--- src/inc/pvp_pkg.sv ---
// constants and types of the process value postprocessor
// assumes a 100 MHz system clock and a 32-bit apb register bus
package pvp_pkg;
	// ****************************************************************
	// clock and times
	// ****************************************************************
	localparam int CLK_MHZ     = 100;
	localparam int CYC_PER_MS  = CLK_MHZ * 1000;
	localparam int EVT_FLT_MS  = 30;
	localparam int SLOW_FLT_MS = 10;
	localparam int ZERO_CLR_MS = 1000;
	localparam int HIGH_FLT_CYC = 1;
	// ****************************************************************
	// register offsets
	// ****************************************************************
	localparam logic [7:0] OFS_CTRL = 8'h00;
	localparam logic [7:0] OFS_HYST = 8'h04;
	localparam logic [7:0] OFS_SPA1 = 8'h08;
	localparam logic [7:0] OFS_SPB1 = 8'h0C;
	localparam logic [7:0] OFS_SPA2 = 8'h10;
	localparam logic [7:0] OFS_SPB2 = 8'h14;
	localparam logic [7:0] OFS_KEY  = 8'h18;
	localparam logic [7:0] OFS_STAT = 8'h1C;
	localparam logic [7:0] OFS_PV   = 8'h20;
	// ****************************************************************
	// field positions and widths
	// ****************************************************************
	localparam int CTRL_ITYPE = 0;
	localparam int CTRL_AVG   = 2;
	localparam int CTRL_EVTF  = 4;
	localparam int CTRL_FAST  = 5;
	localparam int CTRL_COLOR = 6;
	localparam int CTRL_T1    = 8;
	localparam int CTRL_T2    = 10;
	localparam int CTRL_W     = 12;
	localparam int KEY_SET    = 0;
	localparam int KEY_CLR    = 1;
	localparam int HYST_W     = 14;
	// ****************************************************************
	// reset values and hysteresis limit
	// ****************************************************************
	localparam logic [11:0] CTRL_RST = 12'h000;
	localparam logic [13:0] HYST_RST = 14'h0001;
	localparam logic [13:0] HYST_MAX = 14'h270F;
	localparam logic [31:0] SP_RST   = 32'h0000_0000;
	// ****************************************************************
	// modes
	// ****************************************************************
	typedef enum logic [1:0] {
		IT_ANALOG = 2'h0, IT_REMOTE = 2'h1, IT_PULSE = 2'h2, IT_RSV = 2'h3
	} pvp_itype_type;
	typedef enum logic [1:0] {
		CT_UPPER = 2'h0, CT_LOWER = 2'h1, CT_RANGE = 2'h2, CT_RSV = 2'h3
	} pvp_ctype_type;
	typedef enum logic [1:0] {
		CM_G2R = 2'h0, CM_GREEN = 2'h1, CM_RED = 2'h2, CM_R2G = 2'h3
	} pvp_color_type;
endpackage

--- src/pvp_top.sv ---
// process value averaging, event input, hold, zero offset, compares
// assumes synchronous inputs, apb master and a nonvolatile store outside
// ****************************************************************
// top module
// ****************************************************************
// How it works
// - mean of 1, 2, 4 or 8 samples
// - update every 250 ms times averaging count
// - slow pulses update once per n pulses
// - shared input is event or pulse by type
// - event drives hold or zero by setting
// - event input debounced for 30 ms
// - slow pulse input filtered against chatter
// - hold captures value on rise, keeps it
// - hold for every input type but pulse
// - pulse type disables all zeroing
// - each zero request rezeroes on present value
// - zero request held one second cancels offset
// - key zero actions go to nonvolatile store
// - later event zero overrides key zero
// - upper limit with hysteresis below setpoint
// - lower limit with hysteresis above setpoint
// - outside range with inner hysteresis band
// - two independently typed compare outputs
// - hysteresis 1 to 9999 used everywhere
// - display colour from four modes
//
// The implementer's own choices: the placing of the registers and the APB slave port.
module pvp_top
	import pvp_pkg::*;
#(
	parameter int EVT_FLT_CYC  = EVT_FLT_MS * CYC_PER_MS,
	parameter int SLOW_FLT_CYC = SLOW_FLT_MS * CYC_PER_MS,
	parameter int ZERO_CLR_CYC = ZERO_CLR_MS * CYC_PER_MS
) (
	input  wire logic        clk_sys,
	input  wire logic        arst_n,
	input  wire logic        psel,
	input  wire logic        penable,
	input  wire logic        pwrite,
	input  wire logic [7:0]  paddr,
	input  wire logic [31:0] pwdata,
	output logic      [31:0] prdata,
	output logic             pready,
	output logic             pslverr,
	input  wire logic [31:0] meas_data,
	input  wire logic        meas_strobe,
	input  wire logic        pulse_slow,
	input  wire logic        ext_in,
	input  wire logic        nv_zero_act,
	input  wire logic [31:0] nv_offset,
	output logic             nv_wr,
	output logic             nv_wr_zero_act,
	output logic      [31:0] nv_wr_offset,
	output logic      [31:0] pv_out,
	output logic             pv_upd,
	output logic             cmp1_out,
	output logic             cmp2_out,
	output logic             color_red
);
	import pvp_pkg::*;

	logic        [11:0] ctrl_reg;
	logic        [13:0] hyst_reg;
	logic signed [31:0] spa1_reg, spb1_reg, spa2_reg, spb2_reg;
	logic               key_set_reg, key_clr_reg;
	logic        [31:0] rd_next;
	logic               err_next;
	pvp_itype_type      itype;
	pvp_ctype_type      t1, t2;
	pvp_color_type      cmode;
	logic        [1:0]  avg_sel;
	logic               evt_zero, is_pulse, wr_en;

	assign itype    = pvp_itype_type'(ctrl_reg[CTRL_ITYPE +: 2]);
	assign avg_sel  = ctrl_reg[CTRL_AVG +: 2];
	assign evt_zero = ctrl_reg[CTRL_EVTF];
	assign cmode    = pvp_color_type'(ctrl_reg[CTRL_COLOR +: 2]);
	assign t1       = pvp_ctype_type'(ctrl_reg[CTRL_T1 +: 2]);
	assign t2       = pvp_ctype_type'(ctrl_reg[CTRL_T2 +: 2]);
	assign is_pulse = (itype == IT_PULSE);
	assign wr_en    = psel & penable & pready & pwrite;

	// ****************************************************************
	// apb slave
	// ****************************************************************
	always_ff @(posedge clk_sys or negedge arst_n) begin
		if (!arst_n) begin
			pready  <= 1'b0;
			prdata  <= 32'h0000_0000;
			pslverr <= 1'b0;
		end else begin
			pready  <= psel & ~penable;
			prdata  <= (psel & ~penable & ~pwrite) ? rd_next : 32'h0000_0000;
			pslverr <= psel & ~penable & err_next;
		end
	end

	logic        [27:0] zcnt_reg;
	logic               zero_act_reg, hold_reg, flt_reg;
	logic signed [31:0] raw_reg, off_reg, live_pv;

	always_comb begin
		rd_next  = 32'h0000_0000;
		err_next = 1'b0;
		unique case (paddr)
			OFS_CTRL: rd_next = {20'h0_0000, ctrl_reg};
			OFS_HYST: rd_next = {18'h0_0000, hyst_reg};
			OFS_SPA1: rd_next = spa1_reg;
			OFS_SPB1: rd_next = spb1_reg;
			OFS_SPA2: rd_next = spa2_reg;
			OFS_SPB2: rd_next = spb2_reg;
			OFS_KEY:  rd_next = 32'h0000_0000;
			OFS_STAT: rd_next = {26'h000_0000, flt_reg, hold_reg,
				zero_act_reg, color_red, cmp2_out, cmp1_out};
			OFS_PV:   rd_next = pv_out;
			default:  err_next = 1'b1;
		endcase
	end

	always_ff @(posedge clk_sys or negedge arst_n) begin
		if (!arst_n) begin
			ctrl_reg <= CTRL_RST;
			hyst_reg <= HYST_RST;
			spa1_reg <= SP_RST;
			spb1_reg <= SP_RST;
			spa2_reg <= SP_RST;
			spb2_reg <= SP_RST;
		end else if (wr_en) begin
			unique case (paddr)
				OFS_CTRL: ctrl_reg <= pwdata[CTRL_W-1:0];
				OFS_HYST: if (pwdata[13:0] != 14'h0000 &&
					pwdata[13:0] <= HYST_MAX &&
					pwdata[31:14] == 18'h0_0000) begin
					hyst_reg <= pwdata[13:0];
				end
				OFS_SPA1: spa1_reg <= pwdata;
				OFS_SPB1: spb1_reg <= pwdata;
				OFS_SPA2: spa2_reg <= pwdata;
				OFS_SPB2: spb2_reg <= pwdata;
				default:  ;
			endcase
		end
	end

	// key requests are ignored for pulse input
	always_ff @(posedge clk_sys or negedge arst_n) begin
		if (!arst_n) begin
			key_set_reg <= 1'b0;
			key_clr_reg <= 1'b0;
		end else begin
			key_set_reg <= wr_en && paddr == OFS_KEY &&
				pwdata[KEY_SET] && !is_pulse;
			key_clr_reg <= wr_en && paddr == OFS_KEY &&
				pwdata[KEY_CLR] && !is_pulse;
		end
	end

	// ****************************************************************
	// shared input filter
	// ****************************************************************
	logic [26:0] flt_cnt_reg, flt_len;
	logic        flt_d_reg, flt_rise;

	always_comb begin
		if (!is_pulse) begin
			flt_len = 27'(EVT_FLT_CYC);
		end else if (!ctrl_reg[CTRL_FAST]) begin
			flt_len = 27'(SLOW_FLT_CYC);
		end else begin
			flt_len = 27'(HIGH_FLT_CYC);
		end
	end

	always_ff @(posedge clk_sys or negedge arst_n) begin
		if (!arst_n) begin
			flt_reg     <= 1'b0;
			flt_cnt_reg <= 27'h000_0000;
		end else if (ext_in == flt_reg) begin
			flt_cnt_reg <= 27'h000_0000;
		end else if (flt_cnt_reg >= flt_len - 27'h000_0001) begin
			flt_reg     <= ext_in;
			flt_cnt_reg <= 27'h000_0000;
		end else begin
			flt_cnt_reg <= flt_cnt_reg + 27'h000_0001;
		end
	end

	always_ff @(posedge clk_sys or negedge arst_n) begin
		if (!arst_n) begin
			flt_d_reg <= 1'b0;
		end else begin
			flt_d_reg <= flt_reg;
		end
	end
	assign flt_rise = flt_reg & ~flt_d_reg;

	AST_FLT_WIDTH: assert property (@(posedge clk_sys) disable iff (!arst_n)
		flt_reg != $past(flt_reg) |-> $past(flt_cnt_reg) == $past(flt_len)
		- 27'h000_0001) else $error("filter passed a short level");

	// ****************************************************************
	// averaging
	// ****************************************************************
	logic signed [34:0] sum_reg, sum_nx;
	logic        [2:0]  acc_reg;
	logic               smp, upd_reg;

	// slow pulses: one sample per filtered pulse
	assign smp    = (is_pulse && pulse_slow) ? flt_rise : meas_strobe;
	assign sum_nx = sum_reg + 35'(signed'(meas_data));

	always_ff @(posedge clk_sys or negedge arst_n) begin
		if (!arst_n) begin
			sum_reg <= 35'h0_0000_0000;
			acc_reg <= 3'h0;
			raw_reg <= 32'h0000_0000;
			upd_reg <= 1'b0;
		end else begin
			upd_reg <= 1'b0;
			if (smp) begin
				if (acc_reg >= 3'((4'h1 << avg_sel) - 4'h1)) begin
					raw_reg <= 32'(sum_nx >>> avg_sel);
					sum_reg <= 35'h0_0000_0000;
					acc_reg <= 3'h0;
					upd_reg <= 1'b1;
				end else begin
					sum_reg <= sum_nx;
					acc_reg <= acc_reg + 3'h1;
				end
			end
		end
	end

	AST_AVG_ONE: assert property (@(posedge clk_sys) disable iff (!arst_n)
		smp && avg_sel == 2'h0 && acc_reg == 3'h0 |=>
		upd_reg && raw_reg == $past(meas_data))
		else $error("single sample not passed");
	AST_UPD_CAUSE: assert property (@(posedge clk_sys) disable iff (!arst_n)
		upd_reg |-> $past(smp) && $past(acc_reg) ==
		3'((4'h1 << $past(avg_sel)) - 4'h1))
		else $error("update without full sample set");

	// ****************************************************************
	// hold and zero
	// ****************************************************************
	logic signed [31:0] held_reg;
	logic               zreq, zreq_d_reg, hreq, nv_ld_reg;

	assign hreq = flt_reg && !evt_zero && !is_pulse;
	assign zreq = flt_reg && evt_zero && !is_pulse;
	assign live_pv = zero_act_reg ? raw_reg - off_reg : raw_reg;

	always_ff @(posedge clk_sys or negedge arst_n) begin
		if (!arst_n) begin
			hold_reg <= 1'b0;
			held_reg <= 32'h0000_0000;
		end else begin
			hold_reg <= hreq;
			if (hreq && !hold_reg) begin
				held_reg <= live_pv;
			end
		end
	end

	always_ff @(posedge clk_sys or negedge arst_n) begin
		if (!arst_n) begin
			zreq_d_reg   <= 1'b0;
			zcnt_reg     <= 28'h000_0000;
			zero_act_reg <= 1'b0;
			off_reg      <= 32'h0000_0000;
			nv_ld_reg    <= 1'b0;
		end else begin
			zreq_d_reg <= zreq;
			nv_ld_reg  <= 1'b1;
			if (!zreq) begin
				zcnt_reg <= 28'h000_0000;
			end else if (zcnt_reg < 28'(ZERO_CLR_CYC)) begin
				zcnt_reg <= zcnt_reg + 28'h000_0001;
			end
			if (!nv_ld_reg) begin
				zero_act_reg <= nv_zero_act;
				off_reg      <= nv_offset;
			end else if (zreq && !zreq_d_reg) begin
				zero_act_reg <= 1'b1;
				off_reg      <= raw_reg;
			end else if (zreq && zcnt_reg == 28'(ZERO_CLR_CYC - 1)) begin
				zero_act_reg <= 1'b0;
				off_reg      <= 32'h0000_0000;
			end else if (key_set_reg) begin
				zero_act_reg <= 1'b1;
				off_reg      <= raw_reg;
			end else if (key_clr_reg) begin
				zero_act_reg <= 1'b0;
				off_reg      <= 32'h0000_0000;
			end
		end
	end

	// only key actions reach the store
	always_ff @(posedge clk_sys or negedge arst_n) begin
		if (!arst_n) begin
			nv_wr          <= 1'b0;
			nv_wr_zero_act <= 1'b0;
			nv_wr_offset   <= 32'h0000_0000;
		end else begin
			nv_wr <= nv_ld_reg && !(zreq && !zreq_d_reg) &&
				!(zreq && zcnt_reg == 28'(ZERO_CLR_CYC - 1)) &&
				(key_set_reg || key_clr_reg);
			if (key_set_reg || key_clr_reg) begin
				nv_wr_zero_act <= key_set_reg;
				nv_wr_offset   <= key_set_reg ? raw_reg : 32'h0000_0000;
			end
		end
	end

	AST_ZERO_SET: assert property (@(posedge clk_sys) disable iff (!arst_n)
		nv_ld_reg && zreq && !zreq_d_reg |=>
		zero_act_reg && off_reg == $past(raw_reg))
		else $error("zero request did not take offset");
	AST_ZERO_CLR: assert property (@(posedge clk_sys) disable iff (!arst_n)
		nv_ld_reg && zreq && zreq_d_reg &&
		zcnt_reg == 28'(ZERO_CLR_CYC - 1) |=> !zero_act_reg)
		else $error("long zero request did not cancel");
	AST_PULSE_NOZERO: assert property (@(posedge clk_sys)
		disable iff (!arst_n)
		nv_ld_reg && is_pulse && $past(is_pulse) && $past(is_pulse, 2)
		|-> $stable(off_reg) && !nv_wr)
		else $error("zero changed in pulse mode");
	AST_NV_KEY: assert property (@(posedge clk_sys) disable iff (!arst_n)
		nv_wr |-> $past(key_set_reg || key_clr_reg) &&
		!$past(zreq && !zreq_d_reg))
		else $error("store written without key");

	// ****************************************************************
	// compare outputs and colour
	// ****************************************************************
	function automatic logic cmp_next(input pvp_ctype_type t,
		input logic cur, input logic signed [31:0] v,
		input logic signed [31:0] a, input logic signed [31:0] b,
		input logic [13:0] h);
		logic signed [31:0] hs;
		hs = {18'h0_0000, h};
		cmp_next = 1'b0;
		unique case (t)
			CT_UPPER: cmp_next = cur ? !(v <= a - hs) : (v >= a);
			CT_LOWER: cmp_next = cur ? !(v >= a + hs) : (v <= a);
			CT_RANGE: cmp_next = cur ? !(v <= a - hs && v >= b + hs)
				: (v >= a || v <= b);
			default:  cmp_next = 1'b0;
		endcase
	endfunction

	always_ff @(posedge clk_sys or negedge arst_n) begin
		if (!arst_n) begin
			cmp1_out <= 1'b0;
			cmp2_out <= 1'b0;
		end else if (upd_reg) begin
			cmp1_out <= cmp_next(t1, cmp1_out, live_pv,
				spa1_reg, spb1_reg, hyst_reg);
			cmp2_out <= cmp_next(t2, cmp2_out, live_pv,
				spa2_reg, spb2_reg, hyst_reg);
		end
	end

	always_ff @(posedge clk_sys or negedge arst_n) begin
		if (!arst_n) begin
			color_red <= 1'b0;
		end else begin
			unique case (cmode)
				CM_G2R:   color_red <= cmp1_out | cmp2_out;
				CM_GREEN: color_red <= 1'b0;
				CM_RED:   color_red <= 1'b1;
				CM_R2G:   color_red <= ~(cmp1_out | cmp2_out);
			endcase
		end
	end

	always_ff @(posedge clk_sys or negedge arst_n) begin
		if (!arst_n) begin
			pv_out <= 32'h0000_0000;
			pv_upd <= 1'b0;
		end else begin
			pv_out <= hold_reg ? held_reg : live_pv;
			pv_upd <= upd_reg;
		end
	end

	AST_HOLD_KEEP: assert property (@(posedge clk_sys) disable iff (!arst_n)
		hold_reg && $past(hold_reg) && $past(hold_reg, 2) |->
		$stable(pv_out)) else $error("held value moved");
	AST_UPPER_ON: assert property (@(posedge clk_sys) disable iff (!arst_n)
		upd_reg && t1 == CT_UPPER && live_pv >= spa1_reg |=> cmp1_out)
		else $error("upper limit not asserted");
	AST_LOWER_OFF: assert property (@(posedge clk_sys)
		disable iff (!arst_n)
		upd_reg && t2 == CT_LOWER && live_pv > spa2_reg &&
		live_pv < spa2_reg + signed'({18'h0_0000, hyst_reg}) |=>
		cmp2_out == $past(cmp2_out))
		else $error("lower limit ignored hysteresis");
	AST_COLOR: assert property (@(posedge clk_sys) disable iff (!arst_n)
		cmode == CM_G2R |=> color_red == ($past(cmp1_out) | $past(cmp2_out)))
		else $error("colour does not follow compares");
endmodule

--- config.mk ---
export PLATFORM = sky130hd
export DESIGN_NAME = pvp_top
export DESIGN_NICKNAME = d
export VERILOG_FILES = /design/src/inc/pvp_pkg.sv /design/src/pvp_top.sv
export SDC_FILE = /design/constraint.sdc
export NUM_CORES = 2
export LEC_CHECK = 0
export BUFFER_PORTS_ARGS = -buffer_cell sky130_fd_sc_hd__buf_2
export CAP_MARGIN = 20
export CORE_MARGIN = 1
export CORE_UTILIZATION = 56
export DETAILED_ROUTE_END_ITERATION = 12
export PLACE_DENSITY_LB_ADDON = 0.08
export SLEW_MARGIN = 20
export SYNTH_ARGS = -nofsm -noshare
export SYNTH_HDL_FRONTEND = slang
export SYNTH_SLANG_ARGS = --single-unit
--- constraint.sdc ---
create_clock -name clk_sys -period 7.7 [get_ports clk_sys]
set_input_delay 0.77 -clock clk_sys [delete_from_list [all_inputs] [get_ports clk_sys]]
set_output_delay 0.77 -clock clk_sys [all_outputs]
set_load 0.02 [all_outputs]
==> key figures <==
Run status
  • Status: finished, final reports clean

Synth
  • Mean Syn Cell Area: 9.236 µm²
  • Netlist cell types: 92
  • EDFF count, synth: 0
  • Register area share after synthesis: 0.3112
  • Synth async-reset ratio: 1.000
  • Synthesized instance count: approximately 4,000
  • Ys flop type: dfrtp_1
  • Synth warnings: 0
  • Yosys reg bits: 456
  • Synth Cell Area: 36,680 µm²

STA
  • RSZ-0062 raised after global routing: false
  • Max_slew headroom: 0.2710
  • Final hold vios: 0
  • Final setup skew: around 0.028 ns
  • Worst Tran Pin Value: 1.093 ns
  • Crit path time final: 6.622 ns
  • Max-slew violations: 0
  • Final worst slack: 1.079 ns
  • Final Setup Violations: 0
  • FMAX: between 0.15 and 0.2 GHz
  • Final Cycle Share: 0.8599
  • Setup TNS: 0 ns

Clock network
  • Root Buffer: clkbuf_16
  • CTS sink count: 456
  • CTS clk-pin slew, worst paths: roughly 0.070 ns
  • Maximum buffer depth of the clock tree: 3
  • CTS H-tree depth: 2
  • Total CTS buffers: 51
  • Clock latency on the worst-skew pair: 0.64 ns
  • CTS tree: built
  • Post-CTS sizing: 0
  • Hold Buf Count CTS: 0
  • Number of post-CTS setup repair buffers: 0

Placement
  • Buffers on Ports: 216
  • Routability cong.: 1.048
  • DP HPWL: 92.54 mm
  • Setup WS pre-CTS: 1.115 ns

Final layout
  • Most common cell after layout, fill and taps aside: ha_1
  • Fin util: 0.6281
  • Layout cells sized above 1: 0.1536
  • Commonest cells after routing, fill and taps aside: 475 x ha_1, 454 x dfrtp_1, 265 x nor2_1
  • Antenna Cells: 0
  • Fill cells: 5,634
  • Nets: 4,749
  • Sequential cell area: between 10,000 and 15,000 µm²
  • Multi-input logic area: 23,800 µm²
  • Number of flip-flops in the largest register: 35
  • Area growth syn-to-layout: 10.60%

Power and ir drop
  • Power Density: 197.3 nW/µm²
  • Leakage: 18.53 nW
  • Worst vdd ir: 175.5 µV

Global routing
  • Largest net degree at the start of global routing: 147
  • GRT Util Overall: 0.3654
  • Gr ovfl total: 0
  • First-pass GRT wire length: ~190 mm
  • Number of global-route vias before repair: 30,830
  • Initial antenna violation count: 4

Route
  • M1 wire length: 51.98 mm
  • WL/cell: 24.19 µm
  • Met2 wire length: roughly 55 mm
  • DRT Wirelength: about 120 mm
  • 1st-iter DRT viols: 3,161
  • Via Count: ~32,000
  • DR vias/cell: 6.310
  • Met3 WL post-DR: 9.585 mm
  • DRC viols: 0
  • First-pass DRT Iterations: 7
  • Detail Route Antenna Nets: 0
  • Top routing layer in use: met5

Die
  • Rows: 93
  • Die area: 66,520 µm²
  • IO Pins: 217
  • Die Height: between 200 and 300 µm
  • Core area: 64,580 µm²
  • Initial Util: 0.5679
  • Die W: between 200 and 300 µm

Hold path
  • HP Class: in -> async

Setup path
  • Critical R2R Launch: raw_reg[0]$_DFFE_PN0P_
  • R2R depth: 27
  • CP endpoint kind: flip-flop
  • Crit path from: raw_reg[0]$_DFFE_PN0P_
  • CP peak stage delay: 0.62 ns
  • Critical path required time: 8.19 ns
  • Buf/Inv on CP: 1
  • Crit-path max FO: 12
  • Critical path depth: 27
  • Crit-path leading delay family: compound AO/OA/AOI/OAI gates
  • CP max stage cell: or4_1
  • Crit path DAT: between 7 and 8 ns
  • Nature of the critical path startpoint: flip-flop
  • Worst Setup Path Type: reg -> reg

Flow run
  • Max_cap viols: 0
-- area by class of cell --
type	count	area share
clock buffers	68	0.03553
clock inverters	26	0.008729
inverters	266	0.02462
multi-input cells	3114	0.5867
flip-flops and latches	456	0.2814
well taps	855	0.02637
repair buffers	264	0.03665
-- cells by family after synthesis --
kind of cell	count (synthesis)	share of synthesized area
AND/OR/NAND/NOR	1090	0.1469
AO/OA/AOI/OAI	965	0.1792
adder cells (fa/ha/maj)	491	0.1686
flip-flops	456	0.3112
buffers and inverters	409	0.04251
XOR/XNOR	288	0.06898
multiplexers	270	0.08246
other	2	0.0002048
-- stage by stage --
step	hold slack (ns)	std cells	power, mW	cell area, µm²
after floorplan	0.4444	3979	4.429	36710
after global placement	0.4609	4953	5.318	38740
after detailed placement	0.4707	4954	5.337	38750
after CTS	0.1927	5048	7.990	40550
after global routing	0.2291	5049	8.397	40560
final	0.1571	5049	8.003	40560
-- report_power, final --
group / leakage, nW / internal, mW / switching (mW) / total [mW]
Combinational: 11.6 / 1.03 / 1.57 / 2.59
Clock: 0.864 / 1.53 / 1.10 / 2.64
Sequential: 6.09 / 2.59 / 0.187 / 2.77
Total: 18.5 / 5.15 / 2.86 / 8.00
-- worst register-to-register path, cell delays in order, from the launching register on --
cell	delay [ns]
dfrtp_1	0.36
inv_1	0.09
ha_1	0.24
fa_1	0.39
nand2b_1	0.18
a21o_1	0.20
a21oi_1	0.28
o211ai_1	0.25
a31oi_1	0.35
a21boi_0	0.15
o21bai_1	0.14
a21oi_1	0.11
o21bai_1	0.20
a21oi_1	0.11
xnor2_1	0.12
mux2_2	0.41
ha_1	0.35
nand4_1	0.07
or2_2	0.32
or4_1	0.62
a2111oi_0	0.32
nor3_1	0.10
mux2_2	0.31
o311a_1	0.33
o21ai_0	0.10
mux2_2	0.19
o21a_1	0.12
o211ai_1	0.08
-- cell usage after synthesis (all sizes together), types with 27 or more instances --
library cell | instances | area (µm²)
a21o | 115 | 863.3
a21oi | 253 | 1266
a221o | 33 | 330.3
a22o | 67 | 586.8
a22oi | 48 | 360.4
a31oi | 34 | 212.7
and3 | 27 | 168.9
clkbuf | 117 | 439.2
dfrtp | 455 | 11390
ha | 475 | 5943
inv | 266 | 998.5
mux2 | 247 | 2781
nand2 | 250 | 938.4
nand2b | 56 | 350.3
nand3 | 114 | 570.6
nand4 | 81 | 506.7
nor2 | 272 | 1021
nor2b | 88 | 550.5
nor3 | 73 | 370.4
nor4 | 34 | 212.7
o21a | 45 | 337.8
o21ai | 160 | 800.8
xnor2 | 215 | 1891
xor2 | 73 | 639.4
-- worst paths after layout --
check | to | slack (ns)
setup / recovery | cmp1_out$_DFFE_PN0P_ | 1.08
hold / removal | spa2_reg[23]$_DFFE_PN0P_ | 0.16
setup reg to reg | cmp1_out$_DFFE_PN0P_ | 1.08
hold reg to reg | held_reg[1]$_DFFE_PN0P_ | 0.48
max in group asynchronous | flt_cnt_reg[26]$_DFF_PN0_ | 6.18
min in group clk_sys | pready$_DFF_PN0_ | 0.32
-- routing by layer --
metal  GRT usage  vias up
met5           0        -
met4      0.1525        6
met2      0.5802     1251
met3     0.05585      256
li1            -    14860
met1      0.4972    15490
Note: power is estimated with default switching activity, not from simulation.
